$ cat config.mk
export PLATFORM = sky130hd
export DESIGN_NAME = fsrr_top
export DESIGN_NICKNAME = d
export VERILOG_FILES = /design/src/design/fsrr_top.v
export VERILOG_INCLUDE_DIRS = /design/src /design/src/inc
export SDC_FILE = /design/constraint.sdc
export NUM_CORES = 1
export LEC_CHECK = 0
export BUFFER_PORTS_ARGS = -buffer_cell sky130_fd_sc_hd__buf_2
export CAP_MARGIN = 30
export CORE_ASPECT_RATIO = 1.25
export CORE_UTILIZATION = 27
export CTS_CLUSTER_DIAMETER = 40
export DETAILED_ROUTE_END_ITERATION = 10
export GPL_TIMING_DRIVEN = 0
export PLACE_DENSITY_LB_ADDON = 0.3
export SYNTH_ARGS = -nofsm -noshare
export SYNTH_HDL_FRONTEND = slang
export SYNTH_SLANG_ARGS = --single-unit
$ cat constraint.sdc
create_clock -name clock_i -period 2.5 [get_ports clock_i]
set_input_delay 0.5 -clock clock_i [delete_from_list [all_inputs] [get_ports clock_i]]
set_output_delay 0.5 -clock clock_i [all_outputs]
set_load 0.005 [all_outputs]
$ cat src/inc/fsrr_consts.vh
// Constants for the flash status register read block.
`ifndef FSRR_CONSTS_VH
`define FSRR_CONSTS_VH
`define FSRR_CMD_READ_STATUS 8'h05
`define FSRR_BIT_LOCKED 7
`define FSRR_BIT_RESERVED 6
`define FSRR_BIT_ERROR 5
`define FSRR_BIT_PIN 4
`define FSRR_BIT_SWP_HI 3
`define FSRR_BIT_SWP_LO 2
`define FSRR_BIT_WEL 1
`define FSRR_BIT_BUSY 0
`define FSRR_SWP_NONE 2'h0
`define FSRR_SWP_SOME 2'h1
`define FSRR_SWP_ALL 2'h3
`define FSRR_RST_LOCKED 1'h0
`define FSRR_LAST_BIT 3'h7
`endif

$ cat src/design/fsrr_top.v
// Status register read logic of a serial flash, SPI mode 0/3 slave side.
`timescale 1ns/1ps
`default_nettype none
`include "fsrr_consts.vh"
module fsrr_top
(
   // Clock and reset.
   input wire clock_i,
   input wire rst_i,
   // Serial bus pins.
   input wire spi_clk_i,
   input wire spi_cs_n_i,
   input wire spi_mosi_i,
   output reg spi_miso_o,
   output reg spi_miso_oe_o,
   // Internal status sources, same clock domain.
   input wire lock_wr_i,
   input wire lock_val_i,
   input wire erase_program_error_i,
   input wire write_protect_n_i,
   input wire [1:0] software_protection_summary_i,
   input wire write_enable_latch_i,
   input wire ready_busy_flag_i,
   input wire [7:0] status_byte_two_i,
   // Status view.
   output reg protection_regs_locked_o,
   output reg read_active_o
);

// ===========================================================
// Pin synchronisers
// Every pin passes two flops before any logic reads it. Only the second
// stage is read, which keeps a metastable first stage out of the state
// machine at the cost of two clocks of lag on each bus edge.
reg [1:0] clk_s_q;
reg [1:0] cs_s_q;
reg [1:0] mosi_s_q;
reg [1:0] wp_s_q;
reg clk_prev_q;
wire sclk;
wire cs_n;
wire rise;
wire fall;

assign sclk = clk_s_q[1];
assign cs_n = cs_s_q[1];
assign rise = sclk & ~clk_prev_q;
assign fall = ~sclk & clk_prev_q;

always @(posedge clock_i)
begin
   if (rst_i)
   begin
      clk_s_q <= 2'h0;
      cs_s_q <= 2'h3;
      mosi_s_q <= 2'h0;
      wp_s_q <= 2'h3;
      clk_prev_q <= 1'h0;
   end
   else
   begin
      clk_s_q <= {clk_s_q[0], spi_clk_i};
      cs_s_q <= {cs_s_q[0], spi_cs_n_i};
      mosi_s_q <= {mosi_s_q[0], spi_mosi_i};
      wp_s_q <= {wp_s_q[0], write_protect_n_i};
      clk_prev_q <= sclk;
   end
end

// ===========================================================
// Status byte assembly
// Byte one is rebuilt from live inputs on every clock, so each load into
// the shifter takes a fresh snapshot rather than a stale copy.
function [7:0] status_one;
   input locked;
   input err;
   input wp_n;
   input [1:0] software_protection_summary;
   input write_enable_latch;
   input busy;
   begin
      status_one = 8'h00;
      status_one[`FSRR_BIT_LOCKED] = locked;
      status_one[`FSRR_BIT_RESERVED] = 1'b0;
      status_one[`FSRR_BIT_ERROR] = err;
      status_one[`FSRR_BIT_PIN] = wp_n;
      // Summary passes 00, 01 or 11 from the sector logic.
      status_one[`FSRR_BIT_SWP_HI:`FSRR_BIT_SWP_LO] = software_protection_summary;
      status_one[`FSRR_BIT_WEL] = write_enable_latch;
      status_one[`FSRR_BIT_BUSY] = busy;
   end
endfunction

// ===========================================================
// Command and shift states
localparam ST_IDLE = 4'h1;
localparam ST_CMD = 4'h2;
localparam ST_SEND = 4'h4;
// Refused command: the slave stays silent until chip select rises.
localparam ST_WAIT = 4'h8;

reg [3:0] state_q;
reg [2:0] bit_cnt_q;
reg [7:0] cmd_q;
reg [7:0] shift_q;
reg byte_sel_q;
wire [7:0] byte_one;
wire [7:0] byte_two;
wire [7:0] cmd_next;

assign byte_one = status_one(protection_regs_locked_o,
   erase_program_error_i, wp_s_q[1], software_protection_summary_i,
   write_enable_latch_i, ready_busy_flag_i);
assign byte_two = {status_byte_two_i[7:1], ready_busy_flag_i};
assign cmd_next = {cmd_q[6:0], mosi_s_q[1]};

// The lock flag is the only bit of byte one that can be written.
always @(posedge clock_i)
begin
   if (rst_i)
      protection_regs_locked_o <= `FSRR_RST_LOCKED;
   else if (lock_wr_i)
      protection_regs_locked_o <= lock_val_i;
end

// Shifting happens on synchronised edges, so the bus clock must stay
// well below a quarter of clock_i.
always @(posedge clock_i)
begin
   if (rst_i)
   begin
      state_q <= ST_IDLE;
      bit_cnt_q <= 3'h0;
      cmd_q <= 8'h00;
      shift_q <= 8'h00;
      byte_sel_q <= 1'b0;
      spi_miso_o <= 1'b0;
      spi_miso_oe_o <= 1'b0;
      read_active_o <= 1'b0;
   end
   else if (cs_n)
   begin
      // Release ends the read at any bit position.
      // A partial byte is dropped; the next frame starts with byte one.
      state_q <= ST_IDLE;
      bit_cnt_q <= 3'h0;
      spi_miso_oe_o <= 1'b0;
      read_active_o <= 1'b0;
   end
   else
   begin
      case (state_q)
         ST_IDLE:
         begin
            state_q <= ST_CMD;
            bit_cnt_q <= 3'h0;
         end
         ST_CMD:
         begin
            // An idle-high clock gives a fall before the first rise; the
            // command phase looks only at rises, so that fall is harmless.
            if (rise)
            begin
               cmd_q <= cmd_next;
               bit_cnt_q <= bit_cnt_q + 3'h1;
               // Busy does not gate acceptance.
               if (bit_cnt_q == `FSRR_LAST_BIT)
               begin
                  if (cmd_next == `FSRR_CMD_READ_STATUS)
                  begin
                     state_q <= ST_SEND;
                     shift_q <= byte_one;
                     byte_sel_q <= 1'b1;
                     read_active_o <= 1'b1;
                  end
                  else
                     state_q <= ST_WAIT;
               end
            end
         end
         ST_SEND:
         begin
            if (fall)
            begin
               // Drive on the fall so the host samples a settled bit.
               spi_miso_o <= shift_q[7];
               spi_miso_oe_o <= 1'b1;
               bit_cnt_q <= bit_cnt_q + 3'h1;
               if (bit_cnt_q == `FSRR_LAST_BIT)
               begin
                  // Fresh sample of the next byte, alternating.
                  shift_q <= byte_sel_q ? byte_two : byte_one;
                  byte_sel_q <= ~byte_sel_q;
               end
               else
                  shift_q <= {shift_q[6:0], 1'b0};
            end
         end
         ST_WAIT:
            state_q <= ST_WAIT;
         default:
            state_q <= ST_IDLE;
      endcase
   end
end

endmodule // fsrr_top
`default_nettype wire

==> metrics.cfg, run 1 <==
[sta]
worst_pin_slew_ns=0.7628
period_share=0.8560
fin_crit_ns=2.140
final.setup.tns_ns=0
slew_headroom=0.4843
rsz0062_at_grt=false
hold_violations=0
worst_clock_skew_ns=0.005581
fmax_ghz=0.4673
setup_viol=0
slew_violations=0

[cts]
cts.sinks=36
cts_hold_buf=0
clockRootBuffer=clkbuf_8
post_cts_buffers=0
cts_max_path_buffers=2
clk_latency_ns=0.29
cts_buffers=5
ctsHtreeMaxLevel=2
cts_tree=yes
path_clk_slew_ns=0.07
cts_repair_resize_count=0

[global_route]
antenna_found_initial=0
grt.total_usage=0.1178
grt-ovfl-total=0
grt_max_degree=11
grt_pass1_vias=1263
grt_pass1_wl_um=5920

[setup_path]
path_class=register to register
start_kind=register
crit_fanout=10
endpoint_kind=register
cp.arrival_ns=2.35
required_ns=2.71

[cells_and_area]
drive_above_1_share=0.1952
design_area_sq_um=2011
antenna-diode-count=0
syn_to_final_growth_pct=17.99
nets=232

[routing]
first_iter_violations=30
routed_wl_um=3561
viasPerCell=4.617
ant_nets=0
first_pass_iters=4
drc=0
wire_per_inst_um=12.07
vias=1362

[floorplanning]
num_rows=32
initial_core_util=0.2782
core_region_area_sq_um=6126
die_w_um=73.06
die_y_um=90.83
die_area_sq_um=6636
io_pins=25

[logic_synthesis]
synth_edf_count=0
ys_warn_count=0
postSynthCellCount=180
async_flop_share=0
synth_top_area_frac=0.4229
synth_nets=203
synth.distinct_cells=42
synthTopCellsByArea=dfxtp_1 42%, mux2i_1 6.5%, mux2_4 5.3%, nor2b_1 4.4%, a21oi_1 3.5%
syn_area_sq_um=1704
ys_dominant_reg_cell=dfxtp_1
ys_ff_latch=36
yosysSeqAreaShare=0.4229
netlist.top_cell.by_area=dfxtp_1
avgSynthCellArea_sq_um=9.467
ys_top_cells_by_count=36 x dfxtp_1, 13 x nor2_1, 12 x a21oi_1, 12 x nor2b_1, 11 x mux2i_1
yosysMostFrequentCell=dfxtp_1

[hold_path]
hp-class=primary input to register

[power_and_ir_drop]
ir_drop_v=0.0003520
p_leak_uw=0.0007600
p_sw_uw=230.3
combPwrFrac=0.047
switching_share=0.2172
power_frac_seq=0.553
p_int_uw=830.4
clkPwrFrac=0.400
powerDensity_nw_per_um2=527.6

[placed_design]
place_congestion=0.7203
dpl_cell_area_sq_um=1921
portBuffers=22
dp_hpwl_um=2589

[job]
drv_cap=0

[run_status]
status=complete, no violations

final timing paths:
path	startpoint	end	slack [ns]	cells past startpoint
setup / recovery	state_q[2]	shift_q[7]	0.36	6
hold / removal	write_protect_n_i	wp_s_q[0]	0.39	2
setup reg to reg	state_q[2]	shift_q[7]	0.36	6
hold reg to reg	cs_s_q[0]	cs_s_q[1]	0.41	1
worst max-delay path: stages (launching register included):
cell and delay, ns:
dfxtp_1 0.30, buf_2 0.19, nor4b_1 0.65, clkbuf_1 0.40
a21oi_1 0.12, a211o_1 0.28, mux2i_1 0.12
per-layer routing:
| layer | share of wire | up-vias | GRT usage |
|---|---|---|---|
| met4 | 0.024 | 0 | 0.06373 |
| met2 | 0.48 | 28 | 0.1875 |
| met3 | 0.026 | 6 | 0.02679 |
| met5 | 0 | - | 0 |
| met1 | 0.47 | 627 | 0.1440 |
| li1 | - | 701 | - |
per-stage QoR:
stage | total power, uW | hold WS [ns] | worst slack [ns] | instances | utilization
floorplan | 626.6 | 0.3832 | 0.5031 | 180 | -
global placement | 649.9 | 0.3884 | 0.3141 | 287 | 0.3135
detailed placement | 650.4 | 0.3957 | 0.3499 | 287 | 0.3135
CTS | 1079 | 0.3778 | 0.3369 | 295 | 0.3282
global route | 1106 | 0.3861 | 0.1670 | 295 | 0.3282
finish | 1061 | 0.3875 | 0.3599 | 295 | 0.3282
power groups by stage:
stage                     Clock [uW]  Sequential (uW)  Combinational [uW]
after CTS                        441              586                51.0
after global routing             462              587                56.6
after global placement             0              599                50.5
after floorplan                    0              598                28.4
after detailed placement           0              600                50.8
final                            424              586                50.4
layout by cell type, fill, tap and decap left out, types with 2 or more instances in the layout:
cell type,instances
a211o_1,2
a21o_1,2
a21oi_1,12
a31oi_1,5
a32oi_1,4
buf_2,25
buf_6,2
clkbuf_1,10
clkbuf_8,6
dfxtp_1,36
ha_1,2
inv_1,4
mux2_4,6
mux2i_1,11
nand2_1,8
nand2b_1,5
nand3_1,2
nand4_1,4
nand4bb_1,2
nor2_1,13
nor2b_1,12
nor3_1,3
nor4_1,2
o21ai_0,2
o21ai_1,6
o22ai_1,2
or2_1,5
or4b_1,2
area by class of cell:
cell class                 count  area, sq um
clock buffer                   8        90.09
sequential                    36        720.7
fill                         652         4115
multi-input combinational    126        897.1
inverter                       4        15.01
buffer                        14        71.32
timing repair buffer          22        110.1
tap                           85        106.4
cells by family (layout without fill, tap and decap cells):
group | Yosys count | in the layout | share of synthesized area
simple gates | 66 | 66 | 0.2408
compound gates | 40 | 40 | 0.1483
flops | 36 | 36 | 0.4229
buf+inv | 18 | 48 | 0.05065
mux | 17 | 17 | 0.1175
fa+ha+maj | 2 | 2 | 0.01468
xor+xnor | 1 | 1 | 0.005140
registers in the layout, summed over array words and instances, names as in the netlist:
name,count
read_active_o,1
shift_q,8
cmd_q,7
protection_regs_locked_o,1
clk_s_q,2
byte_sel_q,1
state_q,4
cs_s_q,2
clk_prev_q,1
spi_miso_oe_o,1
mosi_s_q,2
wp_s_q,2
bit_cnt_q,3
spi_miso_o,1
Power figures use the tool's default switching activity.
==> run 2, diff against run 1 <==
- CORE_UTILIZATION: 27 -> 35
==> metrics.cfg, run 2 (synthesized netlist as in run 1, its figures left out) <==
[routing]
drc=0  ; unchanged
vias=1356  ; -0.44%
viasPerCell=5.022  ; +8.8%
wire_per_inst_um=13.01  ; +7.8%
routed_wl_um=3512  ; -1.4%
first_pass_iters=4  ; unchanged
ant_nets=0  ; unchanged
first_iter_violations=25  ; -17%

[cts]
cts_tree=yes
clockRootBuffer=clkbuf_8
cts_max_path_buffers=2  ; unchanged
clk_latency_ns=0.30  ; about the same
cts_hold_buf=0  ; unchanged
path_clk_slew_ns=0.08  ; about the same
ctsHtreeMaxLevel=2  ; unchanged
cts.sinks=36  ; unchanged
post_cts_buffers=0  ; unchanged
cts_repair_resize_count=0  ; unchanged
cts_buffers=5  ; unchanged

[cells_and_area]
layout_common_cells=36 x dfxtp_1, 25 x buf_2, 13 x nor2_1, 12 x nor2b_1, 12 x a21oi_1
drive_above_1_share=0.2048  ; +0.009524
nets=232  ; unchanged
regMostFlops=shift_q
seqCellArea_sq_um=720.7  ; unchanged
fin_cells=270  ; -8.5%
fill_cells=490  ; -25%
top_regs=shift_q (8), cmd_q (7), state_q (4)
multi_input_comb_area_sq_um=897.1  ; unchanged
largest_reg_flops=8  ; unchanged
design_area_sq_um=2001  ; -0.50%
antenna-diode-count=0  ; unchanged
syn_to_final_growth_pct=17.40
layout_commonest_cell=dfxtp_1

[setup_path]
worst-path-buf-inv=2  ; unchanged
slowest_stage=nor4b_1
crit_chain=buf_2 > nor4b_1 > clkbuf_1 > nand4_1 > a31oi_1 > mux2_4
slowest_delay_ns=0.61  ; -0.04 ns
endpoint_kind=register
cp.arrival_ns=2.39  ; +0.04 ns
crit_fanout=10  ; unchanged
start_kind=register
path_class=register to register
required_ns=2.74  ; +0.03 ns
crit_family=simple AND/OR/NAND/NOR gates

[sta]
setup_viol=0  ; unchanged
slew_violations=0  ; unchanged
slew_headroom=0.4996  ; +0.01534
fin_crit_ns=2.152  ; +0.01211 ns
fmax_ghz=0.4646  ; -0.56%
worst_clock_skew_ns=0.007301  ; +0.001720 ns
final.setup.tns_ns=0  ; unchanged
rsz0062_at_grt=false
fin_ws_ns=0.3478  ; -0.01211 ns
hold_violations=0  ; unchanged
period_share=0.8609  ; +0.004845
worst_pin_slew_ns=0.7405  ; -0.02236 ns

[global_route]
grt-ovfl-total=0  ; unchanged
grt.total_usage=0.1461  ; +0.02831
antenna_found_initial=0  ; unchanged
grt_pass1_vias=1234  ; -2.3%
grt_pass1_wl_um=5609  ; -5.3%
grt_max_degree=13  ; +2

[power_and_ir_drop]
ir_drop_v=0.0003392  ; -3.6%
p_int_uw=900.3  ; +8.4%
power_frac_seq=0.509  ; -0.044
switching_share=0.2182  ; +0.001047
combPwrFrac=0.044  ; -0.003
power.total_uw=1152  ; +8.6%
clkPwrFrac=0.447  ; +0.047
p_sw_uw=251.3  ; +9.1%
powerDensity_nw_per_um2=575.6  ; +9.1%
p_leak_uw=0.0007687  ; +1.1%

[floorplanning]
io_pins=25  ; unchanged
num_rows=28  ; -13%
initial_core_util=0.3630  ; +0.08482
die_w_um=64.41  ; -12%
die_area_sq_um=5154  ; -22%
die_y_um=80.02  ; -12%
core_region_area_sq_um=4695  ; -23%

[placed_design]
dp_hpwl_um=2439  ; -5.8%
portBuffers=22  ; unchanged
place_ws_ns=0.3871  ; +0.03718 ns
dpl_cell_area_sq_um=1889  ; -1.6%
dp.cells=262  ; -8.7%
place_congestion=0.7894  ; +9.6%

[run_status]
status=complete, no violations

[hold_path]
hp-class=primary input to register

[job]
drv_cap=0  ; unchanged

run 2: cell types whose count changed in the layout (fill, tap and decap cells not counted), sizes merged:
cell	before	now
clkinv	0	1
bufinv	0	1
clkbuf	16	13
clkinvlp	0	1
run 2: worst reg2reg max path, cell delays in order (launching register included):
cell and delay, ns:
dfxtp_1 0.31, buf_2 0.20, nor4b_1 0.61, clkbuf_1 0.42, nand4_1 0.15, a31oi_1 0.24
mux2_4 0.18
run 2: cell type report:
type,instances,area share
buffer,14,0.03565
sequential,36,0.3602
timing repair buffer,22,0.05503
multi-input combinational,126,0.4484
tap,60,0.03752
inverter,4,0.007505
clock buffer,5,0.03440
clock inverter,3,0.02126
run 2: stage by stage:
stage | util | hold WS [ns]
3_3_place_gp | 0.4025 | 0.3865
3_5_place_dp | 0.4025 | 0.3879
4_1_cts | 0.4262 | 0.3712
2_1_floorplan | - | 0.3832
5_1_grt | 0.4262 | 0.3766
6_report | 0.4262 | 0.3735
run 2: path summary, 6_finish.rpt:
path                     end        from  slack [ns]  cells after the start
setup / recovery  shift_q[3]  state_q[2]        0.35                      6
setup reg to reg  shift_q[3]  state_q[2]        0.35                      6
hold reg to reg    cs_s_q[1]   cs_s_q[0]        0.41                      1
hold / removal     cs_s_q[0]  spi_cs_n_i        0.37                      2
run 2: layer usage:
layer / vias up / track usage / part of all wire
met5: - / 0 / 0
met4: 0 / 0.06889 / 0.020
met3: 7 / 0.04714 / 0.040
met2: 28 / 0.2400 / 0.48
met1: 615 / 0.1701 / 0.46
li1: 706 / - / -
run 2: power groups by stage:
stage	combinational, uW	sequential, uW	clock, uW
finish	50.5	586	515
global route	56.6	587	546
CTS	51.2	586	523
detailed placement	51.0	600	0
global placement	50.6	599	0
floorplan	28.4	598	0
